File: src/inc/i2c_arb_pkg.sv
// constants, register map and carrier types for the i2c arbitration/reservation block
//
// Summary of operation
// [RQ1] keep clocking and comparing bits during simultaneous starts until data differs
// [RQ2] on loss set loss flag at once and release clock and data lines
// [RQ3] software sees loss at next interrupt by reading loss flag
// [RQ4] loss in address, data or ack interrupts at eighth or ninth falling edge
// [RQ5] loss by stop detection interrupts at stop, only with stop interrupt enabled
// [RQ6] loss by low data or clock during restart/stop interrupts after byte
// [RQ7] wait timing 1 gives ninth edge; 0 with extension code gives eighth
// [RQ8] software should enable stop interrupt when multi-master arbitration is possible
// [RQ9] slave interrupts only on own address or extension code match
// [RQ10] start detection enters wakeup standby through the address phase
// [RQ11] stop interrupt depends only on stop interrupt enable
// [RQ12] wakeup bit set: interrupt on address match; software clears bit
// [RQ13] reservation enabled and bus free: start request generates start, then waits
// [RQ14] start request with reservation enabled: start if free, otherwise reserve
// [RQ15] after stop interrupt, address write starts reserved master transfer
// [RQ16] software waits width settings plus four clocks before reading master status
// [RQ17] reservation accepted between start detected and stop detected
// [RQ18] reservation disabled and bus busy: start request rejected, no start
// [RQ19] start outcome flag set within five clocks of start request
// [RQ20] arbitration loss or released extension code counts as bus unused
// [RQ21] shift register write ends a transmit-side wait
// [RQ22] start and stop detection synchronised before updating status bits
package i2c_arb_pkg;
    localparam logic [7:0] CTRL_OFFSET = 8'h00;
    localparam logic [7:0] STATUS_OFFSET = 8'h04;
    localparam logic [7:0] FLAG_OFFSET = 8'h08;
    localparam logic [7:0] SHIFT_OFFSET = 8'h0C;
    // control fields
    localparam int CTL_START_REQ = 0;
    localparam int CTL_WAIT_TIMING = 1;
    localparam int CTL_STOP_IE = 2;
    localparam int CTL_BUS_RELEASE = 3;
    localparam int CTL_WAKEUP = 4;
    localparam int CTL_RSV_DISABLE = 5;
    localparam logic [31:0] CTRL_RESET = 32'h0000_0000;
    localparam int OUTCOME_CYCLES = 3;
    localparam logic [1:0] RESP_OKAY = 2'b00;
    localparam logic [1:0] RESP_SLVERR = 2'b10;

    typedef struct packed {
        logic startDetected;
        logic stopDetected;
        logic clockFall;
        logic dataSample;
    } bus_events_t;

    typedef struct packed {
        logic isMaster;
        logic isSlave;
        logic addrMatch;
        logic extCode;
        logic byteEnd8;
        logic byteEnd9;
        logic txDiffers;
        logic restartTry;
        logic stopTry;
    } link_state_t;
endpackage

File: src/core/i2c_arbitration_wakeup_reservation.sv
// arbitration loss, wakeup filtering and start reservation with axi4-lite registers
`timescale 1ns/1ps
module i2c_arbitration_wakeup_reservation (
    input wire logic clk,
    input wire logic resetn,
    input wire logic [7:0] awaddr,
    input wire logic awvalid,
    output logic awready,
    input wire logic [31:0] wdata,
    input wire logic [3:0] wstrb,
    input wire logic wvalid,
    output logic wready,
    output logic [1:0] bresp,
    output logic bvalid,
    input wire logic bready,
    input wire logic [7:0] araddr,
    input wire logic arvalid,
    output logic arready,
    output logic [31:0] rdata,
    output logic [1:0] rresp,
    output logic rvalid,
    input wire logic rready,
    input wire logic serialClockIn,
    input wire logic serialDataIn,
    output logic serialClockOut,
    output logic serialClockOe,
    output logic serialDataOut,
    output logic serialDataOe,
    input wire i2c_arb_pkg::link_state_t linkState,
    output logic serialInterrupt,
    output logic waitRelease
);
    import i2c_arb_pkg::*;

    typedef enum logic [3:0] {
        ST_IDLE = 4'b0001,
        ST_START = 4'b0010,
        ST_MASTER = 4'b0100,
        ST_WAIT = 4'b1000
    } master_state_t;

    typedef struct packed {
        logic [1:0] sclSync;
        logic [1:0] sdaSync;
        logic sclLast;
        logic sdaLast;
        logic busBusy;
        logic startSeen;
        logic wakeStandby;
        logic arbLost;
        logic arbLostPend;
        logic masterStatus;
        logic startOutcome;
        logic reserved;
        logic addrWritten;
        logic [2:0] outcomeCnt;
        logic outcomePend;
        logic [5:0] ctrl;
        master_state_t mstate;
        logic sclOe;
        logic sdaOe;
        logic irq;
        logic waitRel;
        logic awTaken;
        logic wTaken;
        logic [7:0] wAddr;
        logic [31:0] wData;
        logic wStrb0;
        logic bValid;
        logic [1:0] bResp;
        logic rValid;
        logic [31:0] rData;
        logic [1:0] rResp;
    } state_t;

    state_t s_reg;
    state_t s_next;

    bus_events_t ev;
    logic wrFire;
    logic rdFire;
    logic busUnused;
    logic byteIrqEdge;
    logic lossSet;

    always_comb begin
        s_next = s_reg;
        ev = '0;
        wrFire = 1'b0;
        rdFire = 1'b0;
        lossSet = 1'b0;
        s_next.irq = 1'b0;
        s_next.waitRel = 1'b0;

        // [RQ22] two-stage sync before edge detection
        s_next.sclSync = {s_reg.sclSync[0], serialClockIn};
        s_next.sdaSync = {s_reg.sdaSync[0], serialDataIn};
        s_next.sclLast = s_reg.sclSync[1];
        s_next.sdaLast = s_reg.sdaSync[1];
        ev.startDetected = s_reg.sclSync[1] & s_reg.sdaLast & ~s_reg.sdaSync[1];
        ev.stopDetected = s_reg.sclSync[1] & ~s_reg.sdaLast & s_reg.sdaSync[1];
        ev.clockFall = s_reg.sclLast & ~s_reg.sclSync[1];
        ev.dataSample = s_reg.sdaSync[1];

        // [RQ20] loss or released extension code leaves bus unused by us
        busUnused = ~s_reg.masterStatus & ~linkState.isMaster
            & (~linkState.isSlave | s_reg.ctrl[CTL_BUS_RELEASE]);

        // [RQ7] ninth edge with wait timing 1, eighth for extension code with 0
        if (s_reg.ctrl[CTL_WAIT_TIMING]) begin
            byteIrqEdge = linkState.byteEnd9;
        end else begin
            byteIrqEdge = linkState.extCode ? linkState.byteEnd8 : linkState.byteEnd9;
        end

        if (ev.startDetected) begin
            s_next.busBusy = 1'b1;
            s_next.startSeen = 1'b1;
            // [RQ10] standby until the address phase ends
            s_next.wakeStandby = 1'b1;
        end
        if (linkState.byteEnd9) begin
            s_next.wakeStandby = 1'b0;
        end

        // [RQ9] slave interrupt only on own address or extension code
        if (linkState.isSlave && byteIrqEdge && (linkState.addrMatch || linkState.extCode)) begin
            s_next.irq = 1'b1;
        end

        // [RQ1] keep driving while our bits still agree
        if (s_reg.mstate == ST_MASTER && linkState.txDiffers) begin
            // [RQ2] flag at loss and release both lines
            s_next.arbLost = 1'b1;
            s_next.masterStatus = 1'b0;
            s_next.sclOe = 1'b0;
            s_next.sdaOe = 1'b0;
            s_next.mstate = ST_IDLE;
            s_next.arbLostPend = 1'b1;
            lossSet = 1'b1;
        end
        // [RQ6] restart/stop attempt losses report after the byte
        if (s_reg.mstate == ST_MASTER && (linkState.restartTry || linkState.stopTry)
            && (!ev.dataSample || (linkState.restartTry && !s_reg.sclSync[1]))) begin
            lossSet = 1'b1;
            s_next.arbLost = 1'b1;
            s_next.masterStatus = 1'b0;
            s_next.sclOe = 1'b0;
            s_next.sdaOe = 1'b0;
            s_next.mstate = ST_IDLE;
            s_next.arbLostPend = 1'b1;
        end
        // [RQ4] byte-phase loss interrupts at the chosen falling edge
        if (s_reg.arbLostPend && byteIrqEdge) begin
            s_next.irq = 1'b1;
            s_next.arbLostPend = 1'b0;
        end

        if (ev.stopDetected) begin
            s_next.busBusy = 1'b0;
            s_next.startSeen = 1'b0;
            s_next.wakeStandby = 1'b0;
            // [RQ5] stop-caused loss reported at stop only when enabled
            if (s_reg.mstate == ST_MASTER) begin
                lossSet = 1'b1;
                s_next.arbLost = 1'b1;
                s_next.masterStatus = 1'b0;
                s_next.sclOe = 1'b0;
                s_next.sdaOe = 1'b0;
                s_next.mstate = ST_IDLE;
            end
            // [RQ11] stop interrupt gated by enable alone
            if (s_reg.ctrl[CTL_STOP_IE]) begin
                s_next.irq = 1'b1;
                s_next.arbLostPend = 1'b0;
            end
            // [RQ15] reserved transfer waits for stop, then an address write
            if (s_reg.reserved) begin
                s_next.addrWritten = 1'b0;
                s_next.mstate = ST_WAIT;
            end
        end

        // [RQ19] outcome settles a few cycles after the request
        if (s_reg.outcomePend) begin
            if (s_reg.outcomeCnt == 3'(OUTCOME_CYCLES)) begin
                s_next.outcomePend = 1'b0;
                s_next.outcomeCnt = '0;
                s_next.ctrl[CTL_START_REQ] = 1'b0;
                if (!s_reg.busBusy) begin
                    // [RQ13] free bus: start then wait for data
                    s_next.startOutcome = 1'b0;
                    s_next.masterStatus = 1'b1;
                    s_next.sdaOe = 1'b1;
                    s_next.mstate = ST_START;
                end else if (!s_reg.ctrl[CTL_RSV_DISABLE] && s_reg.startSeen && busUnused) begin
                    // [RQ14] busy bus: record a reservation
                    // [RQ17] accepted between start and stop detection
                    s_next.reserved = 1'b1;
                    s_next.startOutcome = 1'b0;
                end else begin
                    // [RQ18] rejected, no start generated
                    // outcome flag high means the request was turned away
                    s_next.startOutcome = 1'b1;
                end
            end else begin
                s_next.outcomeCnt = s_reg.outcomeCnt + 3'd1;
            end
        end

        case (s_reg.mstate)
            ST_IDLE: begin
            end
            ST_START: begin
                s_next.sclOe = 1'b1;
                s_next.mstate = ST_WAIT;
            end
            ST_WAIT: begin
                if (s_reg.addrWritten) begin
                    s_next.addrWritten = 1'b0;
                    s_next.reserved = 1'b0;
                    s_next.masterStatus = 1'b1;
                    s_next.sdaOe = 1'b1;
                    s_next.sclOe = 1'b1;
                    s_next.mstate = ST_MASTER;
                    // [RQ21] data write ends the transmit wait
                    s_next.waitRel = 1'b1;
                end
            end
            ST_MASTER: begin
            end
            default: s_next.mstate = ST_IDLE;
        endcase

        // axi4-lite write
        if (awvalid && !s_reg.awTaken) begin
            s_next.awTaken = 1'b1;
            s_next.wAddr = awaddr;
        end
        if (wvalid && !s_reg.wTaken) begin
            s_next.wTaken = 1'b1;
            s_next.wData = wdata;
            // strobe kept with the data: the master may change it once taken
            s_next.wStrb0 = wstrb[0];
        end
        if (s_reg.awTaken && s_reg.wTaken && !s_reg.bValid) begin
            wrFire = 1'b1;
            s_next.awTaken = 1'b0;
            s_next.wTaken = 1'b0;
            s_next.bValid = 1'b1;
            s_next.bResp = RESP_OKAY;
            case (s_reg.wAddr)
                CTRL_OFFSET: begin
                    if (s_reg.wStrb0) begin
                        s_next.ctrl = s_reg.wData[5:0];
                        if (s_reg.wData[CTL_START_REQ] && !s_reg.outcomePend) begin
                            s_next.outcomePend = 1'b1;
                            s_next.outcomeCnt = '0;
                            s_next.startOutcome = 1'b0;
                        end
                    end
                end
                STATUS_OFFSET: begin
                    s_next.arbLost = 1'b0;
                end
                SHIFT_OFFSET: begin
                    // [RQ15] writes before the stop is seen are ignored
                    if (s_reg.mstate == ST_WAIT) begin
                        s_next.addrWritten = 1'b1;
                    end
                end
                FLAG_OFFSET: begin
                end
                default: s_next.bResp = RESP_SLVERR;
            endcase
        end
        if (s_reg.bValid && bready) begin
            s_next.bValid = 1'b0;
        end
        // hardware set wins over a same-cycle software clear
        if (wrFire && lossSet) begin
            s_next.arbLost = 1'b1;
        end

        // axi4-lite read
        if (arvalid && !s_reg.rValid) begin
            rdFire = 1'b1;
            s_next.rValid = 1'b1;
            s_next.rResp = RESP_OKAY;
            s_next.rData = '0;
            case (araddr)
                CTRL_OFFSET: s_next.rData = {26'h000_0000, s_reg.ctrl};
                STATUS_OFFSET: s_next.rData = {24'h00_0000, s_reg.masterStatus, 4'h0,
                    s_reg.arbLost, s_reg.startSeen, s_reg.wakeStandby};
                FLAG_OFFSET: s_next.rData = {24'h00_0000, s_reg.startOutcome, s_reg.busBusy,
                    4'h0, s_reg.reserved, s_reg.ctrl[CTL_RSV_DISABLE]};
                SHIFT_OFFSET: s_next.rData = '0;
                default: s_next.rResp = RESP_SLVERR;
            endcase
        end
        if (s_reg.rValid && rready) begin
            s_next.rValid = 1'b0;
        end

        // [RQ12] wakeup: only address/extension-code match and stop interrupts pass until software clears it
        // [RQ11] stop interrupt follows its enable, wakeup or not
        if (s_reg.ctrl[CTL_WAKEUP] && !(linkState.isSlave && byteIrqEdge
            && (linkState.addrMatch || linkState.extCode))
            && !(ev.stopDetected && s_reg.ctrl[CTL_STOP_IE])) begin
            s_next.irq = 1'b0;
        end
    end

    always_ff @(posedge clk or negedge resetn) begin
        if (!resetn) begin
            s_reg <= '0;
            s_reg.sclSync <= 2'b11;
            s_reg.sdaSync <= 2'b11;
            s_reg.sclLast <= 1'b1;
            s_reg.sdaLast <= 1'b1;
            s_reg.ctrl <= CTRL_RESET[5:0];
            s_reg.mstate <= ST_IDLE;
        end else begin
            s_reg <= s_next;
        end
    end

    assign awready = ~s_reg.awTaken;
    assign wready = ~s_reg.wTaken;
    assign bvalid = s_reg.bValid;
    assign bresp = s_reg.bResp;
    assign arready = ~s_reg.rValid;
    assign rvalid = s_reg.rValid;
    assign rdata = s_reg.rData;
    assign rresp = s_reg.rResp;
    // open-drain: drive low while enabled
    assign serialClockOut = 1'b0;
    assign serialDataOut = 1'b0;
    assign serialClockOe = s_reg.sclOe;
    assign serialDataOe = s_reg.sdaOe;
    assign serialInterrupt = s_reg.irq;
    assign waitRelease = s_reg.waitRel;
endmodule

File: config.mk
export PLATFORM = sky130hd
export DESIGN_NAME = i2c_arbitration_wakeup_reservation
export DESIGN_NICKNAME = d
export VERILOG_FILES = /design/src/inc/i2c_arb_pkg.sv /design/src/core/i2c_arbitration_wakeup_reservation.sv
export SDC_FILE = /design/constraint.sdc
export NUM_CORES = 1
export LEC_CHECK = 0
export ABC_AREA = 1
export ABC_CLOCK_PERIOD_IN_PS = 1850
export CAP_MARGIN = 20
export CORE_MARGIN = 2
export CORE_UTILIZATION = 63
export DETAILED_ROUTE_END_ITERATION = 12
export DONT_BUFFER_PORTS = 1
export PLACE_DENSITY = 0.79
export SLEW_MARGIN = 15
export SYNTH_ARGS = -nofsm -noshare
export SYNTH_HDL_FRONTEND = slang
export SYNTH_SLANG_ARGS = --single-unit
File: constraint.sdc
create_clock -name clk -period 1.85 [get_ports clk]
set_clock_uncertainty 0.2 [all_clocks]
set_input_delay 0.185 -clock clk [delete_from_list [all_inputs] [get_ports clk]]
set_output_delay 0.185 -clock clk [all_outputs]
set_load 0.005 [all_outputs]
==> Implementation_results.wiki, run 1 <==
{| class="wikitable"
! Metric !! Value
|-
| Routed Antenna Nets || 0
|-
| Floorplan die height || 72.33 um
|-
| Final critical path time including I/O delays and setup || 1.738 ns
|-
| Starting DRT DRC Count || 179
|-
| Wire length after detailed routing || 6107 um
|-
| Accumulated negative setup slack || 0 ns
|-
| Fraction of final layout cells with drive strength greater than 1 || 13.26%
|-
| Vias per std cell || 5.200
|-
| Max Slew Vio Count || 0
|-
| Critical setup path kind || in2reg
|-
| Cell-by-cell listing of the critical path || dlygate4sd3_1, nor2_1, dlygate4sd3_1, nand3_1, o21ai_1
|-
| Clock power frac || 37.2%
|-
| Antenna violations before repair || 0
|-
| Sequential element share of the synthesized area || 51.30%
|-
| Worst path slowest cell || sky130_fd_sc_hd__dlygate4sd3_1
|-
| Reported leakage power || 1.737 nW
|-
| Clock-pin slew on the worst setup and hold paths || 0.07 ns
|-
| Internal power of the cells || 0.002844 W
|-
| Average routed wire per standard cell || 14.24 um
|-
| Switch Pwr || 0.001141 W
|-
| Global-route wire length before repair || 10260 um
|-
| Post-route DRC || 0
|-
| Sink Count || 60
|-
| Full die area || 0.005232 mm2
|-
| Count of different cell masters after synthesis || 24
|-
| Critical Path Sink Type || flop
|-
| Final Instance Count excl. Fillers || 429
|-
| Master cell of the clock root buffer || sky130_fd_sc_hd__clkbuf_8
|-
| Fin. Hold Viols || 0
|-
| Number of port buffers || 0
|-
| I/O Pins || 117
|-
| Status || finished clean
|-
| Power density over the cells || 1169 mW/mm2
|-
| Fraction of power consumed by sequential logic || 44.3%
|-
| Maximum ir drop on the vdd rail || 0.9828 mV
|-
| Pin count of the biggest net entering global routing || 61
|-
| Register bit count reported by yosys || 60
|-
| Num CTS Buffers || 9
|-
| Effective utilization at floorplan || 66.64%
|-
| Area of the mapped netlist || 0.002942 mm2
|-
| Max Clock Freq || 0.5752 GHz
|-
| Depth of the CTS H-tree || 3
|-
| Worst min path class || in2reg
|-
| Vias in the first global route || 2316
|-
| Data arrival time of the worst path || 1.81 ns
|-
| Setup repair after global routing missed its margin || no
|-
| Vias after detailed routing || 2231
|-
| Cell occurring most often along the worst timing path || sky130_fd_sc_hd__dlygate4sd3_1
|-
| Worst EP required || 1.92 ns
|-
| Max FFs per register || 40
|-
| Estimated wirelength of the detail-placed design || 3827 um
|-
| Area growth from synthesis to layout || 15.87%
|-
| X dimension of the die || 72.33 um
|-
| CTS Buffer Depth || 2
|-
| Total of fill cells in the finished design || 303
|-
| Max-Cap Viols || 0
|-
| Dominant synthesized flop cell || sky130_fd_sc_hd__dfrtp_1
|-
| Number of flops mapped to enable cells by yosys || 0
|-
| Area of the placeable core || 0.004414 mm2
|-
| Final number of setup-violating endpoints || 0
|-
| Warnings, synthesis || 0
|-
| Crit start category || input pin
|-
| Power share of the combinational group || 18.4%
|-
| Site Rows || 24
|-
| Remaining global-route overflow || 0
|-
| Number of standard cells after synthesis || 342
|-
| Total GRT Usage || 26.12%
|-
| CP peak stage delay || 0.60 ns
|-
| Fraction of registers with async set/reset || 100.0%
|-
| Switching share of power || 28.63%
|-
| Mean cell area of the mapped netlist || 8.601 um2
|-
| TritonCTS clock tree || done
|-
| Highest-count cells in the layout ignoring fill and taps || sky130_fd_sc_hd__nand2_1 (79), sky130_fd_sc_hd__dfrtp_1 (54), sky130_fd_sc_hd__nor2_1 (36)
|-
| Sequential cell area || 0.001509 mm2
|-
| Gp weighted congestion || 0.8145
|-
| Post-layout net count || 443
|-
| Antenna fix cells || 0
|-
| Most common cell after layout, fill and taps aside || sky130_fd_sc_hd__nand2_1
|-
| First-pass detailed-route iteration total || 4
|-
| Clock insertion delay at the later pin of the skew report || 0.35 ns
|-
| Number of buffers inserted to repair setup after CTS || 0
|-
| Footprint of the multi-input gates || 0.001096 mm2
|-
| Placed cell count || 381
|-
| Final hold slack || 0.01204 ns
|-
| Share of the cycle needed by the critical path after routing || 93.97%
|-
| Maximum fanout count along the critical path || 4
|}
-- repair_timing --
action                                  CTS  global route
endpoints found under the setup margin    0             6
hold endpoints to repair                 94             0
resized for setup                         0             1
hold buffers                             33             0
-- cell usage after synthesis, types with 3 or more instances --
master | instances | area share (%)
sky130_fd_sc_hd__dfstp_2 | 6 | 5.4
sky130_fd_sc_hd__nand3_2 | 3 | 1.0
sky130_fd_sc_hd__a21oi_1 | 11 | 1.9
sky130_fd_sc_hd__mux2_2 | 8 | 3.1
sky130_fd_sc_hd__nand2_1 | 79 | 10
sky130_fd_sc_hd__o21ai_0 | 17 | 2.9
sky130_fd_sc_hd__inv_1 | 35 | 4.5
sky130_fd_sc_hd__nor2_1 | 36 | 4.6
sky130_fd_sc_hd__nand2_2 | 4 | 0.85
sky130_fd_sc_hd__buf_4 | 38 | 9.7
sky130_fd_sc_hd__nor2_2 | 4 | 0.85
sky130_fd_sc_hd__buf_2 | 3 | 0.51
sky130_fd_sc_hd__nand4_1 | 7 | 1.5
sky130_fd_sc_hd__inv_2 | 3 | 0.38
sky130_fd_sc_hd__nand3_1 | 23 | 3.9
sky130_fd_sc_hd__dfrtp_1 | 54 | 46
-- final timing paths --
| check | start | to | slack [ns] | depth (start not counted) |
|---|---|---|---|---|
| min in group asynchronous | resetn | s_reg[96] | 0.19 | 2 |
| max reg2reg | rvalid | rvalid | 0.21 | 5 |
| min | linkState[7] | s_reg[101] | 0.01 | 6 |
| min reg2reg | s_next[111] | ev[0] | 0.16 | 0 |
| max in group asynchronous | resetn | s_reg[85] | 0.98 | 2 |
| max | araddr[2] | rdata[6] | 0.11 | 5 |
-- per-layer routing --
layer / up-vias / wire (um) / share of wire, % / global-route usage (%)
met5: - / 0 / 0 / 0
met4: 0 / 131 / 2.1 / 12.16
met3: 12 / 387 / 6.3 / 6.250
met2: 93 / 3097 / 51 / 45.77
met1: 1055 / 2490 / 41 / 30.08
li1: 1071 / - / - / -
-- power by group through the flow --
stage / combinational, W / sequential [W] / clock, W
after floorplan: 0.000570 / 0.00172 / 0
after global placement: 0.000570 / 0.00176 / 0
after detailed placement: 0.000605 / 0.00177 / 0
after CTS: 0.000704 / 0.00175 / 0.00148
after global routing: 0.000832 / 0.00179 / 0.00155
final: 0.000734 / 0.00177 / 0.00148
-- through the flow --
step / setup WS [ns] / power, W / utilization (%) / area [um2]
after floorplan: 0.5031 / 0.002294 / - / 3043
after global placement: 0.3680 / 0.002331 / 63.78 / 2815
after detailed placement: 0.3492 / 0.002376 / 63.78 / 2815
after CTS: 0.03473 / 0.003939 / 77.32 / 3413
after global routing: 0.03306 / 0.004168 / 77.21 / 3408
final: 0.1116 / 0.003985 / 77.21 / 3408
-- cell families after synthesis --
| group | after synthesis | synth area share (%) |
|---|---|---|
| flip-flops | 60 | 51.30 |
| adder cells (fa/ha/maj) | 1 | 0.4253 |
| AO/OA/AOI/OAI | 31 | 5.359 |
| multiplexers | 9 | 3.403 |
| buffers and inverters | 79 | 15.06 |
| other | 1 | 0.1275 |
| AND/OR/NAND/NOR | 161 | 24.33 |
-- cell type report --
| cell class | count | area share [%] |
|---|---|---|
| sequential | 60 | 44.27 |
| multi-input combinational | 230 | 32.16 |
| clock inverter | 4 | 2.790 |
| clock buffer | 12 | 4.552 |
| timing repair buffer | 33 | 10.13 |
| inverter | 38 | 4.185 |
| tap | 52 | 1.909 |
-- critical path, delay by kind of cell --
family	cells	cell delay [ns]
buffers and inverters	2	1.17
and+or+nand+nor	2	0.33
AOI/OAI and AO/OA	1	0.12
(Power assumes the default switching activity.)
==> run 2: changes to the inputs <==
Settings changed: CTS_BUF_LIST set to sky130_fd_sc_hd__clkbuf_16.
==> run 2 against run 1 <==
Via count rose by 1.6%. Sequential cell count did not move. Combinational power fell by 1%. Cell area rose by 1.4%. Core utilization rose by 1.0 points. Non-clock buffer count fell by 3. Die area did not move. Critical path type unchanged. Clock power rose by 25%. Maximum frequency fell by 2.5%. Hold slack got worse by 0.00075 ns. Power rose by 8.8%. Critical endpoint unchanged. Largest power group is now clock.
==> Implementation_results.wiki, run 2 (synthesized netlist as in run 1, its figures left out) <==
{| class="wikitable"
! Metric !! Value
|-
| Wire length after detailed routing || 6111 um (about the same)
|-
| Status || finished clean
|-
| Fin. Hold Viols || 0 (unchanged)
|-
| Sink Count || 60 (unchanged)
|-
| Final critical path time including I/O delays and setup || 1.782 ns (+0.04382 ns)
|-
| Worst min path class || in2reg
|-
| Depth of the CTS H-tree || 3 (unchanged)
|-
| Post-layout net count || 440 (-0.68%)
|-
| Post-route DRC || 0 (unchanged)
|-
| Final number of setup-violating endpoints || 0 (unchanged)
|-
| Global-route wire length before repair || 10390 um (+1.3%)
|-
| Vias in the first global route || 2351 (+1.5%)
|-
| Average routed wire per standard cell || 14.35 um (+0.77%)
|-
| Number of buffers inserted to repair setup after CTS || 0 (unchanged)
|-
| Estimated wirelength of the detail-placed design || 3827 um (unchanged)
|-
| Power density over the cells || 1255 mW/mm2 (+7.3%)
|-
| Antenna violations before repair || 0 (unchanged)
|-
| Max-Cap Viols || 0 (unchanged)
|-
| Vias after detailed routing || 2267 (+1.6%)
|-
| Gp weighted congestion || 0.8145 (unchanged)
|-
| Reported leakage power || 1.762 nW (+1.4%)
|-
| Crit start category || input pin
|-
| Num CTS Buffers || 9 (unchanged)
|-
| Full die area || 0.005232 mm2 (unchanged)
|-
| Maximum fanout count along the critical path || 4 (unchanged)
|-
| Vias per std cell || 5.322 (+2.3%)
|-
| Max Slew Vio Count || 0 (unchanged)
|-
| Final WS setup || 0.06776 ns (-0.04382 ns)
|-
| Floorplan die height || 72.33 um (unchanged)
|-
| Remaining global-route overflow || 0 (unchanged)
|-
| Master cell of the clock root buffer || sky130_fd_sc_hd__clkbuf_16
|-
| Starting DRT DRC Count || 171 (-4.5%)
|-
| Max Clock Freq || 0.5611 GHz (-2.5%)
|-
| Clock-pin slew on the worst setup and hold paths || 0.05 ns (-0.02 ns)
|-
| Area of the placeable core || 0.004414 mm2 (unchanged)
|-
| Site Rows || 24 (unchanged)
|-
| Fraction of final layout cells with drive strength greater than 1 || 12.83% (-0.43 points)
|-
| Highest-count cells in the layout ignoring fill and taps || sky130_fd_sc_hd__nand2_1 (79), sky130_fd_sc_hd__dfrtp_1 (54), sky130_fd_sc_hd__nor2_1 (36), sky130_fd_sc_hd__inv_1 (36)
|-
| Max FFs per register || 40 (unchanged)
|-
| X dimension of the die || 72.33 um (unchanged)
|-
| Setup repair after global routing missed its margin || no
|-
| Data arrival time of the worst path || 1.83 ns (+0.02 ns)
|-
| First-pass detailed-route iteration total || 4 (unchanged)
|-
| Total GRT Usage || 26.15% (+0.036 points)
|-
| Critical Path Sink Type || flop
|-
| Area growth from synthesis to layout || 17.44%
|-
| Clock insertion delay at the later pin of the skew report || 0.32 ns (-0.03 ns)
|-
| Accumulated negative setup slack || 0 ns (unchanged)
|-
| CTS Buffer Depth || 2 (unchanged)
|-
| Number of port buffers || 0 (unchanged)
|-
| Most common cell after layout, fill and taps aside || sky130_fd_sc_hd__nand2_1
|-
| I/O Pins || 117 (unchanged)
|-
| Pin count of the biggest net entering global routing || 61 (unchanged)
|-
| Final hold slack || 0.01129 ns (-0.0007513 ns)
|-
| Effective utilization at floorplan || 66.64% (unchanged)
|-
| Setup WS pre-CTS || 0.3492 ns (unchanged)
|-
| TritonCTS clock tree || done
|-
| Antenna fix cells || 0 (unchanged)
|-
| Routed Antenna Nets || 0 (unchanged)
|-
| Maximum ir drop on the vdd rail || 0.9434 mV (-4.0%)
|-
| Worst EP required || 1.90 ns (-0.02 ns)
|-
| Share of the cycle needed by the critical path after routing || 96.34% (+2.4 points)
|-
| Critical setup path kind || in2reg
|-
| Final standard cell utilization of the core || 78.26% (+1.0 points)
|}
run 2: cell types whose count changed in the layout (fill, tap and decap cells not counted), moves of 2 or more:
| cell | delta |
|---|---|
| sky130_fd_sc_hd__clkbuf_16 | +9 |
| sky130_fd_sc_hd__clkbuf_8 | -11 |
| sky130_fd_sc_hd__clkinv_1 | +2 |
| sky130_fd_sc_hd__dlygate4sd3_1 | -3 |
run 2: what timing repair did:
action                                 4_1_cts  5_1_grt
gates resized for setup                      0        0
endpoints found under the hold margin       90        0
hold buffers                                29        0
run 2: metrics by stage:
stage | power [W] | instances | instance area, um2
CTS | 0.004319 | 426 | 3455
global route | 0.004521 | 426 | 3455
finish | 0.004334 | 426 | 3455
detailed placement | 0.002376 | 381 | 2815
global placement | 0.002331 | 381 | 2815
floorplan | 0.002294 | 369 | 3043
run 2: worst max-delay path: stages:
cell,delay (ns)
sky130_fd_sc_hd__dlygate4sd3_1,0.55
sky130_fd_sc_hd__nor2_1,0.24
sky130_fd_sc_hd__dlygate4sd3_1,0.64
sky130_fd_sc_hd__nand3_1,0.08
sky130_fd_sc_hd__o21ai_1,0.13
run 2: power breakdown:
| part | internal, W | switching (W) |
|---|---|---|
| Combinational | 0.000282 | 0.000441 |
| Sequential | 0.00159 | 0.000169 |
| Clock | 0.00130 | 0.000552 |
| Total | 0.00317 | 0.00116 |
run 2: routing by layer:
layer / part of all wire (%) / track usage (%)
met5: 0 / 0
met4: 2.6 / 12.16
met3: 7.1 / 7.083
met2: 51 / 45.26
met1: 39 / 30.09
run 2: final timing paths:
path	slack [ns]	endpoint	startpoint	cells past startpoint
min in group asynchronous	0.18	s_reg[80]	resetn	2
worst min-delay path	0.01	rdata[6]	araddr[0]	5
worst max register to register	0.21	rvalid	rvalid	5
worst max-delay path	0.07	rdata[6]	araddr[2]	5
max in group asynchronous	0.99	s_reg[85]	resetn	2
worst min register to register	0.15	s_next[109]	s_next[113]	0
run 2: layout make-up:
cell class	instances	area [um2]
Inverter	38	142.6
Multi-Input combinational cell	230	1091
Sequential cell	60	1509
Fill cell	294	959.7
Clock inverter	7	106.4
Timing Repair Buffer	30	315.3
Tap cell	52	65.06
Clock buffer	9	225.2
